**src/logic/pism_consts.vh**
```
`ifndef PISM_CONSTS_VH
`define PISM_CONSTS_VH

// Register indices within one port page (byte address = 4 x index)
`define PISM_IDX_STATUS   12'h01B
`define PISM_IDX_MASK     12'h01F
`define PISM_IDX_CTRL0    12'h020

// Address layout of the APB byte address
`define PISM_ADDR_MSB     17
`define PISM_PORT_MSB     17
`define PISM_PORT_LSB     14
`define PISM_IDX_MSB      13
`define PISM_IDX_LSB      2

// Field positions in status and mask
`define PISM_BIT_TS       2
`define PISM_BIT_PHY      1
`define PISM_BIT_ACL      0
`define PISM_SRC_W        3

// Field position in operation control 0
`define PISM_BIT_LOOP     7

// Reset values
`define PISM_RST_STATUS   8'h00
`define PISM_RST_MASK     8'h00
`define PISM_RST_CTRL0    8'h00

// Fill for reserved bits and idle data
`define PISM_RSV_HI       5'h00
`define PISM_RSV_CTRL     7'h00
`define PISM_RD_PAD       24'h000000
`define PISM_RD_ZERO      32'h00000000

`endif

```
**src/logic/pism_port.v**
```verilog
`timescale 1ns/1ps
`include "pism_consts.vh"

module pism_port #(
  parameter HAS_PHY = 1                   // Port owns an integrated PHY
) (
  // Clock and reset
  input  wire       clk,
  input  wire       sys_rst,
  // Event sources
  input  wire       ts_src,               // Timestamp summary level
  input  wire       phy_src,              // PHY summary level
  input  wire       acl_evt,              // Filter counter event pulse
  // Register writes
  input  wire       mask_we,              // Mask write strobe
  input  wire       ctrl_we,              // Control 0 write strobe
  input  wire [7:0] wdata,                // Write byte
  // Register views
  output wire [7:0] status,               // Status read view
  output wire [7:0] mask,                 // Mask read view
  output wire [7:0] ctrl0,                // Control 0 read view
  // Results
  output reg        irq_r,                // Per-port request
  output reg        loop_r                // Local MAC loopback
);

  reg  [2:0] stat_r;                      // Status bits 2..0
  reg  [2:0] mask_r;                      // Mask bits 2..0
  wire       acl_clr;                     // Enable bit toggled
  wire [2:0] stat_nxt;                    // Next status
  wire       gate_phy;                    // Constant PHY presence

  // Reset bytes, cut to the stored bits on purpose
  localparam [7:0] RST_STAT = `PISM_RST_STATUS; // Status reset byte
  localparam [7:0] RST_MASK = `PISM_RST_MASK;   // Mask reset byte
  localparam [7:0] RST_CTRL = `PISM_RST_CTRL0;  // Control 0 reset byte

  assign gate_phy = (HAS_PHY != 0);

  // A write that flips the enable bit clears the filter flag
  assign acl_clr = mask_we &
                   (wdata[`PISM_BIT_ACL] != mask_r[`PISM_BIT_ACL]);

  // Summary bits follow their sources only on PHY ports
  assign stat_nxt[`PISM_BIT_TS]  = gate_phy & ts_src;
  assign stat_nxt[`PISM_BIT_PHY] = gate_phy & phy_src;
  // Sticky filter flag; a new event beats a clear
  assign stat_nxt[`PISM_BIT_ACL] = acl_evt |
                   (stat_r[`PISM_BIT_ACL] & ~acl_clr);

  // Status, mask and loopback storage
  always @(posedge clk)
  begin
    if (sys_rst)
    begin
      stat_r <= RST_STAT[2:0];
      mask_r <= RST_MASK[2:0];
      loop_r <= RST_CTRL[`PISM_BIT_LOOP];
      irq_r  <= 1'b0;
    end
    else
    begin
      stat_r <= stat_nxt;
      // Mask bits are plain storage; active low enables
      if (mask_we)
        mask_r <= wdata[2:0];
      if (ctrl_we)
        loop_r <= wdata[`PISM_BIT_LOOP];
      // Enabled status bits OR into one request
      irq_r <= |(stat_r & ~mask_r);
    end
  end

  // Reserved bits read as zero: upper five in status and mask, lower seven in control 0
  assign status = {`PISM_RSV_HI, stat_r};
  assign mask   = {`PISM_RSV_HI, mask_r};
  assign ctrl0  = {loop_r, `PISM_RSV_CTRL};

endmodule

```
**src/logic/pism_top.v**
```verilog
`timescale 1ns/1ps
`include "pism_consts.vh"

module pism_top #(
  parameter             NPORT     = 3,      // Number of ports
  parameter [NPORT-1:0] PHY_PORTS = 3'b011  // Bit g set: port g+1 has PHY
) (
  // Clock and reset
  input  wire                       clk,
  input  wire                       sys_rst,
  // APB slave
  input  wire                       psel,
  input  wire                       penable,
  input  wire                       pwrite,
  input  wire [`PISM_ADDR_MSB:0]    paddr,
  input  wire [31:0]                pwdata,
  input  wire [3:0]                 pstrb,
  output reg                        pready,
  output reg  [31:0]                prdata,
  output reg                        pslverr,
  // Event sources, bit g is port g+1
  input  wire [NPORT-1:0]           ts_src,
  input  wire [NPORT-1:0]           phy_src,
  input  wire [NPORT-1:0]           acl_evt,
  // Per-port results
  output wire [NPORT-1:0]           port_irq,
  output wire [NPORT-1:0]           port_loop
);

  // Address map of one port page
  //   Bits 17:14: port number, 1 up to NPORT
  //   Bits 13:2: register index, one word apart
  //   Bits 1:0: ignored, word access only
  //   Port number 0 or above NPORT is unmapped
  //   Index other than status, mask, control 0 unmapped
  //   Unmapped: error with ready, zero data, no write

  // Transfer timing on the register bus
  //   Setup cycle: psel high, penable low
  //   First access cycle: request taken, data captured
  //   Second access cycle: ready, read data, error
  //   Write lands at the edge that samples ready
  //   Exactly one wait state, never more or less
  //   Back-to-back setup after ready is fine

  // Event timing per port
  //   Summary levels reach status one edge later
  //   Filter pulse sets its sticky flag one edge later
  //   Port request follows one edge after status
  //   Source to request: two edges in all

  // Clearing the filter flag
  //   Any committed mask write that flips bit 0
  //   Same value again leaves the flag alone
  //   A pulse in the clearing cycle keeps the flag

  // Limitations a user must know
  //   Only byte lane 0 carries register data
  //   Writes with lane 0 disabled are accepted, dropped
  //   Status writes are accepted and dropped
  //   Control 0 keeps only the loopback bit
  //   Summary bits on the port without PHY stay 0

  // Reset, synchronous and active high
  //   Ready, data and error low
  //   All port registers back to zero
  //   First setup may follow the release edge

  // Outputs
  //   Bus answer from three flops below
  //   Request and loopback from flops per port

  // Address decode
  wire [3:0]                   port_sel;  // Port nibble
  wire [11:0]                  reg_idx;   // Register index
  wire                         idx_stat;  // Status selected
  wire                         idx_mask;  // Mask selected
  wire                         idx_ctrl;  // Control 0 selected
  wire                         reg_ok;    // Index is mapped
  wire [NPORT-1:0]             hit;       // Port nibble matches
  wire                         map_ok;    // Whole address mapped
  // Transfer control
  wire                         acc;       // Access phase
  wire                         first;     // First access cycle
  wire                         commit;    // Write takes effect
  wire                         lane0;     // Low byte enabled
  // Read gathering
  wire [8*NPORT-1:0]           rd_all;    // Per-port read bytes
  reg  [7:0]                   rd_byte;   // Selected read byte
  integer                      i;         // Read loop index
  // Write and read qualifiers
  wire [7:0]                   wbyte;     // Low byte of write data
  wire                         rd_ok;     // Mapped read, data returned

  assign port_sel = paddr[`PISM_PORT_MSB:`PISM_PORT_LSB];
  assign reg_idx  = paddr[`PISM_IDX_MSB:`PISM_IDX_LSB];

  // Register index compare
  assign idx_stat = (reg_idx == `PISM_IDX_STATUS);
  assign idx_mask = (reg_idx == `PISM_IDX_MASK);
  assign idx_ctrl = (reg_idx == `PISM_IDX_CTRL0);
  assign reg_ok   = idx_stat | idx_mask | idx_ctrl;
  assign map_ok   = reg_ok & (|hit);

  // Two-cycle access: wait state, then ready
  assign acc    = psel & penable;
  assign first  = acc & ~pready;
  // Write lands only at the edge that samples ready high
  assign commit = acc & pready & pwrite & map_ok & lane0;
  // Narrow data sits in byte lane 0
  assign lane0  = pstrb[0];
  // Only byte lane 0 reaches the registers
  // Lanes 1 to 3 are ignored
  assign wbyte  = pwdata[7:0];
  // Reads of mapped registers return the byte
  assign rd_ok  = map_ok & ~pwrite;

  // One copy of the port logic per port
  genvar g;
  generate
    for (g = 0; g < NPORT; g = g + 1)
    begin : gen_port
      localparam integer PNUM = g + 1;    // Port number in nibble
      wire [7:0] st_v;                    // Status view
      wire [7:0] mk_v;                    // Mask view
      wire [7:0] c0_v;                    // Control view
      wire       mk_we;                   // Mask write strobe
      wire       c0_we;                   // Control write strobe

      // Port nibble match; compared at full width
      assign hit[g] = ({28'h0000000, port_sel} == PNUM);

      // Status has no write path: writes there are dropped
      assign mk_we = commit & hit[g] & idx_mask;
      // Loopback bit written through control 0
      assign c0_we = commit & hit[g] & idx_ctrl;

      // Per-port register byte
      // Index decode is shared by all ports
      // Unused index gives zero
      assign rd_all[8*g +: 8] = idx_stat ? st_v :
                                idx_mask ? mk_v :
                                idx_ctrl ? c0_v : 8'h00;

      pism_port #(
        .HAS_PHY (PHY_PORTS[g])
      ) u_port (
        .clk     (clk),
        .sys_rst (sys_rst),
        .ts_src  (ts_src[g]),
        .phy_src (phy_src[g]),
        .acl_evt (acl_evt[g]),
        .mask_we (mk_we),
        .ctrl_we (c0_we),
        .wdata   (wbyte),
        .status  (st_v),
        .mask    (mk_v),
        .ctrl0   (c0_v),
        .irq_r   (port_irq[g]),
        .loop_r  (port_loop[g])
      );
    end
  endgenerate

  // Pick the byte of the addressed port
  // Port hits are one-hot by construction
  // No hit: zero byte, refused anyway
  always @*
  begin
    // Default keeps the process free of latches
    rd_byte = 8'h00;
    for (i = 0; i < NPORT; i = i + 1)
    begin
      // Only one hit can be set
      if (hit[i])
        rd_byte = rd_all[8*i +: 8];
    end
  end

  // Ready: one cycle, in the second access cycle
  always @(posedge clk)
  begin
    if (sys_rst)
      pready <= 1'b0;                     // Idle after reset
    else
      pready <= first;                    // One wait state
  end

  // Error flag: stands only with ready
  always @(posedge clk)
  begin
    if (sys_rst)
      pslverr <= 1'b0;                    // No error after reset
    else if (first)
      pslverr <= ~map_ok;                 // Unmapped address refused
    else
      pslverr <= 1'b0;                    // Cleared outside ready
  end

  // Read data: captured in the first access cycle
  always @(posedge clk)
  begin
    if (sys_rst)
      prdata <= `PISM_RD_ZERO;            // Zero after reset
    else if (first)
    begin
      // Mapped read returns the byte, upper bits zero
      if (rd_ok)
        prdata <= {`PISM_RD_PAD, rd_byte};
      else
        prdata <= `PISM_RD_ZERO;          // Writes, refusals read zero
    end
  end

endmodule

```
**config.mk**
```make
export PLATFORM = sky130hd
export DESIGN_NAME = pism_top
export DESIGN_NICKNAME = d
export VERILOG_FILES = /design/src/logic/pism_port.v /design/src/logic/pism_top.v
export VERILOG_INCLUDE_DIRS = /design/src /design/src/logic
export SDC_FILE = /design/constraint.sdc
export NUM_CORES = 1
export LEC_CHECK = 0
export ABC_CLOCK_PERIOD_IN_PS = 2900
export BUFFER_PORTS_ARGS = -buffer_cell sky130_fd_sc_hd__buf_2
export CORE_ASPECT_RATIO = 1.75
export CORE_UTILIZATION = 49
export CTS_CLUSTER_DIAMETER = 40
export DETAILED_ROUTE_END_ITERATION = 10
export PLACE_DENSITY = 0.88
export RECOVER_POWER = 25
export SYNTH_ARGS = -nofsm -noshare
export SYNTH_HDL_FRONTEND = slang
export SYNTH_HIERARCHICAL = 1
export SYNTH_SLANG_ARGS = --single-unit
```
**constraint.sdc**
```tcl
create_clock -name clk -period 2.9 [get_ports clk]
set_input_delay 0.58 -clock clk [delete_from_list [all_inputs] [get_ports clk]]
set_output_delay 0.58 -clock clk [all_outputs]
set_load 0.005 [all_outputs]
```
======== Yosys cells after proc, flatten, opt, wreduce, memory -nomap -nowiden ========
Cells that the tools add are included.
operators by class
  equal/unequal tests ..................... 9
  mux-type cells .......................... 13
  bitwise gates (word level) .............. 41
  reductions and logical operators ........ 5
operator list
  kind                 number
  $mux 8               13
  $eq 12x5->1 const B  2
  $and 1x1->1          23
  $eq 12x6->1 const B  1
  $reduce_or 3->1      4
  $and 3x3->3          3
  $not 3->3            3
  $eq 4x2->1 const B   2
  $not 1->1            7
  $or 1x1->1           5
  $eq 4x1->1 const B   1
  $ne 1x1->1           3
  $reduce_or 2->1      1
word-level totals
  flip-flop bits (word level) ............. 58
  input port bits ......................... 68
  output and inout port bits .............. 40

======== Longest topological paths before layout ========
Gate-level depths: netlist of run 1.
  depth in word-level cells ............... 12
  mapped depth ............................ 8

======== Modules after synthesis ========
The synthesis of run 1 kept the hierarchy.
modules (own cells, without submodules)
  module                               times used  cells an instance  area an instance (um2)  sequential area each (um2)
  pism_top                             1           178                1337.5                  200.2
  pism_port at gen_port[0].u_port ...  2           45                 416.6                   160.2
  pism_port at gen_port[2].u_port      1           40                 361.6                   120.1

======== Least setup slack after synthesis of run 1 ========
No wires, ideal clock.
  path type ............................... input to register
  from .................................... in paddr[11]
  to ...................................... reg gen_port[1].u_port.mask_r[0]
  setup time .............................. 0.114 ns
  data arrival time ....................... 2.618 ns
  slack ................................... 0.167 ns
  stages on the path ...................... 8
  buffers on the path ..................... 2
  path through ............................ or4_1 buf_2 nor3_2 clkbuf_1 nand3_1 nor3_1 mux2i_1 nor2_1
between the ends
  word-level cells in the longest chain between the ends .. 8
  elaborated cells between the ends (all ways) .. 10
RTL lines
  element                       line            source
  start: declaration            pism_top.v:15   input wire [`PISM_ADDR_MSB:0] paddr,
  $eq 12x5->1 (no source line)  --
  $or 1x1->1 (2 in a row)       pism_top.v:102  assign reg_ok = idx_stat | idx_mask | idx_ctrl;
  $and 1x1->1                   pism_top.v:103  assign map_ok = reg_ok & (|hit);
  $and 1x1->1 (2 in a row)      pism_top.v:109  assign commit = acc & pready & pwrite & map_ok & lane0;
  $and 1x1->1                   pism_top.v:134  assign mk_we = commit & hit[g] & idx_mask;
  $and 1x1->1 *                 pism_top.v:134
  net gen_port[1].mk_we         pism_top.v:127  wire mk_we;
  end signal: assignment        pism_port.v:57  mask_r <= RST_MASK[2:0];
  end signal: assignment        pism_port.v:66  mask_r <= wdata[2:0];
  end: declaration              pism_port.v:28  reg [2:0] mask_r;
Mark *: on every way through the listed nets, which the timed path passes. The rest lies on a longest branch.
A chain may end at the register's enable or synchronous reset.

======== Worst setup path in the final report of run 1 ========
  from .................................... in paddr[11]
  to ...................................... reg prdata[5]
between the ends
  word-level cells in the longest chain between the ends .. 7
  elaborated cells between the ends (all ways) .. 17
RTL lines
  element                       line            source
  $eq 12x5->1 (no source line)  --
  $mux 8                        pism_top.v:142  idx_mask ? mk_v :
  $mux 8                        pism_top.v:141  assign rd_all[8*g +: 8] = idx_stat ? st_v :
  $mux 8 (3 in a row)           pism_top.v:175  if (hit[i])
  $mux 8 *                      pism_top.v:208  if (rd_ok)
  end signal: assignment        pism_top.v:204  prdata <= `PISM_RD_ZERO;
  end signal: assignment        pism_top.v:209  prdata <= {`PISM_RD_PAD, rd_byte};
  end signal: assignment        pism_top.v:211  prdata <= `PISM_RD_ZERO;
  end: declaration              pism_top.v:19   output reg [31:0] prdata,
Every way passes the cells marked *; elsewhere a longest branch is shown, timed or not.

==> results.yml, run 1 <==
placement:
  dpl.hpwl_microns: 3867
  gp_congestion: 0.8602
  pre_cts_ws_ns: 0.2248
  io_buffers: 48
outcome:
  outcome: "completed"
detailed_routing:
  totalWireLength_microns: 5294
  drt_iter0_drc: 109
  dr_wl_met2_microns: 2807
  ant_nets: 0
  drcViolationCount: 0
  num_vias: 2083
  viasPerCell: 5.182
  drt_first_pass_iters: 4
  wl_met1_microns: 1992
  detailroute.wirelength.met3_microns: 329
  wire_per_inst_microns: 13.17
  dr.max_layer_used: "met4"
power:
  p_sw_w: 0.0002503
  p_leak_nw: 1.143
  ir_drop_uv: 369.0
  p_sw_share_pct: 26.61
  pwr-share-seq_pct: 48.3
  p_clk_share_pct: 38.1
  p_int_w: 0.0006904
  powerDensity_nw_per_um2: 365.3
  power_frac_comb_pct: 13.6
synthesis:
  yosysWarningCount: 6
  synth_edf_count: 0
  synthArstFlopShare_pct: 0
  synth_area_sq_um: 2532
  yosysTopAreaCell: "dfxtp_1"
  ys_seq_area_share_pct: 25.30
  synth_top_area_share_pct: 25.30
  synth_seq_cells: 32
  synthCells: 308
  avgSynthCellArea_sq_um: 8.222
  ys_types: 41
  ys.flop_type: "dfxtp_1"
  yosys-top-cells-area: "dfxtp_1 25%, buf_4 24%, mux2_2 6.2%, mux2i_1 5.1%, nor2_1 4.0%"
clock_network:
  cts_setup_buffers: 0
  clk_path_buf_depth: 2
  htree_levels: 2
  root_buffer: "clkbuf_8"
  cts_hold_buffers: 0
  path_clk_slew_ns: 0.07
  clkLatencyLatePin_ns: 0.29
  numCtsBuffers: 5
  clock_sinks: 32
  cts_resized: 0
  cts_tree: "done"
worst_hold_path:
  hp-class: "reg2reg"
global_routing:
  grt_pass1_wl_microns: 8445
  grt_max_degree: 26
  antenna_found_initial: 0
  grt_pass1_vias: 1919
  overflow: 0
  grt.total_usage_pct: 19.42
worst_setup_path:
  cp.required_ns: 3.13
  crit_slowest_cell: "or4_1"
  crit_end: "prdata[5]"
  cp-startpoint: "paddr[11]"
  path_depth: 6
  cp_cell_sequence: "buf_2 -> or4_1 -> nor4_1 -> o2111ai_1 -> a21oi_1 -> a22o_1"
  regToRegEndpoint: "gen_port[0].u_port/mask_r[2]"
  ff2ff_path_depth: 6
  worstPathArrival_ns: 2.62
  worst_path_largest_cell_delay_ns: 0.68
  cp-start-kind: "input port"
  critPathCaptureType: "flip-flop"
  cp_max_fo: 7
  reg2reg_from: "pready"
  critPathTopFamily: "simple AND/OR/NAND/NOR gates"
  cp_num_buf_inv: 1
  path_class: "in2reg"
  r2r_slack_ns: 0.84
floorplanning:
  core_area_sq_um: 4977
  die_w_microns: 56.35
  die-area_sq_um: 5471
  ios: 108
  die_h_microns: 97.10
  initial_core_util_pct: 50.88
  rows: 34
sta:
  setup_viol: 0
  drv_slew: 0
  rsz0062_at_grt: "no"
  tns_ns: 0
  finClkSkew_ns: 0.01268
  fmax_mhz: 419.6
  final_hold_viol_count: 0
  fin_ws_ns: 0.5170
  period_minus_slack_ns: 2.383
  relSlewSlack_pct: 27.81
  finalCritPeriodShare_pct: 82.17
  tightestPinTransition_ns: 1.083
cells_and_area:
  finalNetCount: 415
  area_growth_pct: 1.680
  fillers: 477
  final_cell_mix: "77 x conb_1, 47 x buf_2, 32 x dfxtp_1"
  utilization_pct: 51.73
  layout-drive-gt1-share_pct: 21.55
  antennaDiodeCount: 0
  final_common_cell: "conb_1"
run:
  timing.max_cap.violations: 0
## how the worst min path moves through the flow
stage                                       startpoint                        to  slack [ns]  cells past startpoint
after floorplan           gen_port[1].u_port/stat_r[2]  gen_port[1].u_port/irq_r        0.45                      2
after global placement                       prdata[2]                 prdata[2]        0.46                      1
after detailed placement                     prdata[1]                 prdata[1]        0.46                      1
after CTS                                    prdata[1]                 prdata[1]        0.48                      1
after global routing                         prdata[5]                 prdata[5]        0.50                      1
final                                        prdata[5]                 prdata[5]        0.48                      1
## sequential cells by signal (all words and copies together), names as in the netlist
register and cells:
gen_port.u_port/mask_r 9, prdata 8, gen_port.u_port/stat_r 7, gen_port.u_port/irq_r 3, gen_port.u_port/loop_r 3, pready 1
pslverr 1
## power groups by stage
| stage | Clock, W | Sequential [W] | Combinational, W |
|---|---|---|---|
| after global placement | 0 | 0.000464 | 0.000119 |
| after detailed placement | 0 | 0.000465 | 0.000122 |
| final | 0.000359 | 0.000454 | 0.000127 |
| after global routing | 0.000380 | 0.000455 | 0.000142 |
| after floorplan | 0 | 0.000464 | 0.000152 |
| after CTS | 0.000362 | 0.000455 | 0.000123 |
## per-layer routing
metal | vias to the layer above | global-route usage, %
met1 | 954 | 20.72
met2 | 103 | 36.08
met3 | 14 | 2.929
li1 | 1012 | -
met4 | 0 | 9.193
met5 | - | 0
## stage by stage
step	total power (W)	hold WS, ns	instance area, sq um	cells
after floorplan	0.0006162	0.4456	2806	381
after global placement	0.0005828	0.4629	2484	394
after detailed placement	0.0005870	0.4633	2484	394
after CTS	0.0009397	0.4798	2576	402
after global routing	0.0009774	0.5013	2575	402
final	0.0009407	0.4827	2575	402
## cells by family (layout without fill, tap and decap cells)
kind of cell           after synthesis  after routing  share of synthesized area (%)
XOR/XNOR                             3              3                          1.038
flip-flops                          32             32                          25.30
multiplexers                        27             27                          11.36
AO/OA/AOI/OAI                       60             60                          17.44
other                                4             77                         0.5927
buffers and inverters               98             65                          26.83
AND/OR/NAND/NOR                     84             84                          17.44
## worst register-to-register path, stage by stage (launching register included)
cell	delay, ns
dfxtp_1	0.36
nand3_1	0.09
nor4b_1	0.45
nand3_1	0.27
nor2_1	0.41
mux2i_1	0.25
nor2_1	0.06
## cell type report
class,count,area [sq um],area share (%)
clock buffers,6,82.58,3.207
clock inverters,2,10.01,0.3887
inverters,5,18.77,0.7289
multi-input cells,251,1486,57.73
flip-flops and latches,32,640.6,24.88
well taps,54,67.56,2.624
repair buffers,52,269.0,10.45
## synth_stat cells, drive strengths merged (2+ instances only)
| cell type | number |
|---|---|
| nand2 | 12 |
| mux2i | 13 |
| clkbuf | 7 |
| or3 | 2 |
| o21ai | 4 |
| nor2b | 4 |
| a21oi | 14 |
| xor2 | 3 |
| a2bb2oi | 3 |
| buf | 86 |
| or4b | 2 |
| nor3 | 12 |
| mux2 | 14 |
| o32ai | 6 |
| conb | 4 |
| nor4 | 3 |
| o2111ai | 2 |
| a31oi | 3 |
| a221oi | 7 |
| nand3 | 4 |
| a22o | 8 |
| a311oi | 3 |
| nor2 | 27 |
| dfxtp | 32 |
| a22oi | 7 |
| inv | 5 |
| nand2b | 12 |
No activity file was read; power rests on OpenSTA's default activity.
==> inputs of run 2 (changes only) <==
--- a/config.mk
+++ b/config.mk
@@ -6,7 +6,7 @@
 export SDC_FILE = /design/constraint.sdc
 export NUM_CORES = 1
 export LEC_CHECK = 0
-export ABC_CLOCK_PERIOD_IN_PS = 2900
+export ABC_CLOCK_PERIOD_IN_PS = 2500
 export BUFFER_PORTS_ARGS = -buffer_cell sky130_fd_sc_hd__buf_2
 export CORE_ASPECT_RATIO = 1.75
 export CORE_UTILIZATION = 49
==> constraint.sdc (replaced) <==
create_clock -name clk -period 2.5 [get_ports clk]
set_input_delay 0.5 -clock clk [delete_from_list [all_inputs] [get_ports clk]]
set_output_delay 0.5 -clock clk [all_outputs]
set_load 0.005 [all_outputs]
==> results.yml, run 2 (synthesis results as in run 1) <==
outcome:
  outcome: "completed"
sta:
  drv_slew: 0
  finClkSkew_ns: 0.006770
  period_minus_slack_ns: 2.251
  fmax_mhz: 444.2
  final_hold_viol_count: 0
  rsz0062_at_grt: "no"
  setup_viol: 0
  hold_ws_ns: 0.4264
  tightestPinTransition_ns: 0.8200
  relSlewSlack_pct: 45.34
  tns_ns: 0
  finalCritPeriodShare_pct: 90.06
global_routing:
  grt_pass1_vias: 2019
  grt_max_degree: 21
  grt_pass1_wl_microns: 9094
  antenna_found_initial: 0
  grt.total_usage_pct: 21.09
  overflow: 0
run:
  timing.max_cap.violations: 0
floorplanning:
  rows: 34
  die_h_microns: 97.10
  ios: 108
  die_w_microns: 56.35
  die-area_sq_um: 5471
  initial_core_util_pct: 50.88
  core_area_sq_um: 4977
cells_and_area:
  fin_cells: 409
  final_cell_mix: "77 x conb_1, 47 x buf_2, 32 x dfxtp_1"
  area_growth_pct: 4.249
  fillers: 462
  seqCellArea_sq_um: 640.6
  finalNetCount: 423
  largest_reg_flops: 9
  multi_input_area_sq_um: 1491
  final_common_cell: "conb_1"
  reg_top3: "gen_port.u_port/mask_r: 9 flops, prdata: 8 flops, gen_port.u_port/stat_r: 7 flops"
  layout-drive-gt1-share_pct: 23.10
  top_register: "gen_port.u_port/mask_r"
  antennaDiodeCount: 0
worst_setup_path:
  path_class: "in2reg"
  cp.required_ns: 2.73
  critPathCaptureType: "flip-flop"
  ff2ff_path_depth: 7
  worstPathArrival_ns: 2.48
  cp-start-kind: "input port"
  cp_max_fo: 7
clock_network:
  clock_sinks: 32
  cts_resized: 0
  clk_path_buf_depth: 2
  cts_tree: "done"
  cts_hold_buffers: 0
  root_buffer: "clkbuf_8"
  clkLatencyLatePin_ns: 0.29
  htree_levels: 2
  path_clk_slew_ns: 0.06
  cts_setup_buffers: 0
  numCtsBuffers: 5
power:
  p_leak_nw: 1.180
  ir_drop_uv: 451.8
  powerDensity_nw_per_um2: 420.1
worst_hold_path:
  min_path_cells: 2
  hp-class: "in2reg"
detailed_routing:
  drcViolationCount: 0
  drt_first_pass_iters: 6
  viasPerCell: 5.152
  wire_per_inst_microns: 13.22
  ant_nets: 0
  drt_iter0_drc: 118
  num_vias: 2107
  totalWireLength_microns: 5409
placement:
  dp_cells: 402
  io_buffers: 48
  dpl.hpwl_microns: 4050
  gp_congestion: 0.7718
[run 2: cell types whose count changed in the layout (fill, tap and decap cells not counted), sizes merged]
cell / previous run / this run
clkinv: 2 / 0
buf: 51 / 58
clkbuf: 7 / 9
[run 2: worst max-delay path, cell delays in order]
cell     delay, ns
buf_2         0.09
or4_1         0.69
nor3_2        0.24
buf_4         0.20
a22oi_1       0.08
o32ai_1       0.47
a22o_1        0.20
[run 2: area by class of cell]
type	count	area share [%]
tap	54	2.559
sequential	32	24.27
clock buffer	7	3.649
multi-input combinational	251	56.49
inverter	5	0.7109
timing repair buffer	60	12.32
[run 2: final timing paths]
| kind | end | start | slack [ns] |
|---|---|---|---|
| worst max-delay path | prdata[2] | paddr[11] | 0.25 |
| worst min-delay path | gen_port[1].u_port/stat_r[2] | ts_src[1] | 0.43 |
| worst max register to register | gen_port[1].u_port/mask_r[0] | pready | 0.56 |
| worst min register to register | prdata[5] | prdata[5] | 0.47 |
[run 2: where the power goes]
group	switching, W	leakage [nW]	internal (W)	total [W]
Clock	0.000186	0.0503	0.000245	0.000431
Sequential	0.00000576	0.261	0.000522	0.000527
Combinational	0.0000897	0.869	0.0000614	0.000151
Total	0.000281	1.18	0.000828	0.00111
[run 2: stage by stage]
step / power, W / setup slack [ns] / instance area [sq um] / utilization, %
6_report: 0.001109 / 0.2485 / 2640 / 53.04
5_1_grt: 0.001162 / 0.1197 / 2640 / 53.04
4_1_cts: 0.001115 / 0.3030 / 2645 / 53.14
3_5_place_dp: 0.0006839 / 0.01573 / 2549 / 51.21
3_3_place_gp: 0.0006797 / 0.05951 / 2549 / 51.21
2_1_floorplan: 0.0007150 / 0.07513 / 2813 / -
[run 2: routing by layer]
metal | global-route usage [%] | routed length, microns | vias to the layer above
li1 | - | - | 1028
met1 | 22.92 | 2008 | 958
met2 | 38.10 | 2864 | 103
met3 | 3.862 | 354 | 18
met4 | 10.32 | 182 | 0
met5 | 0 | 0 | -
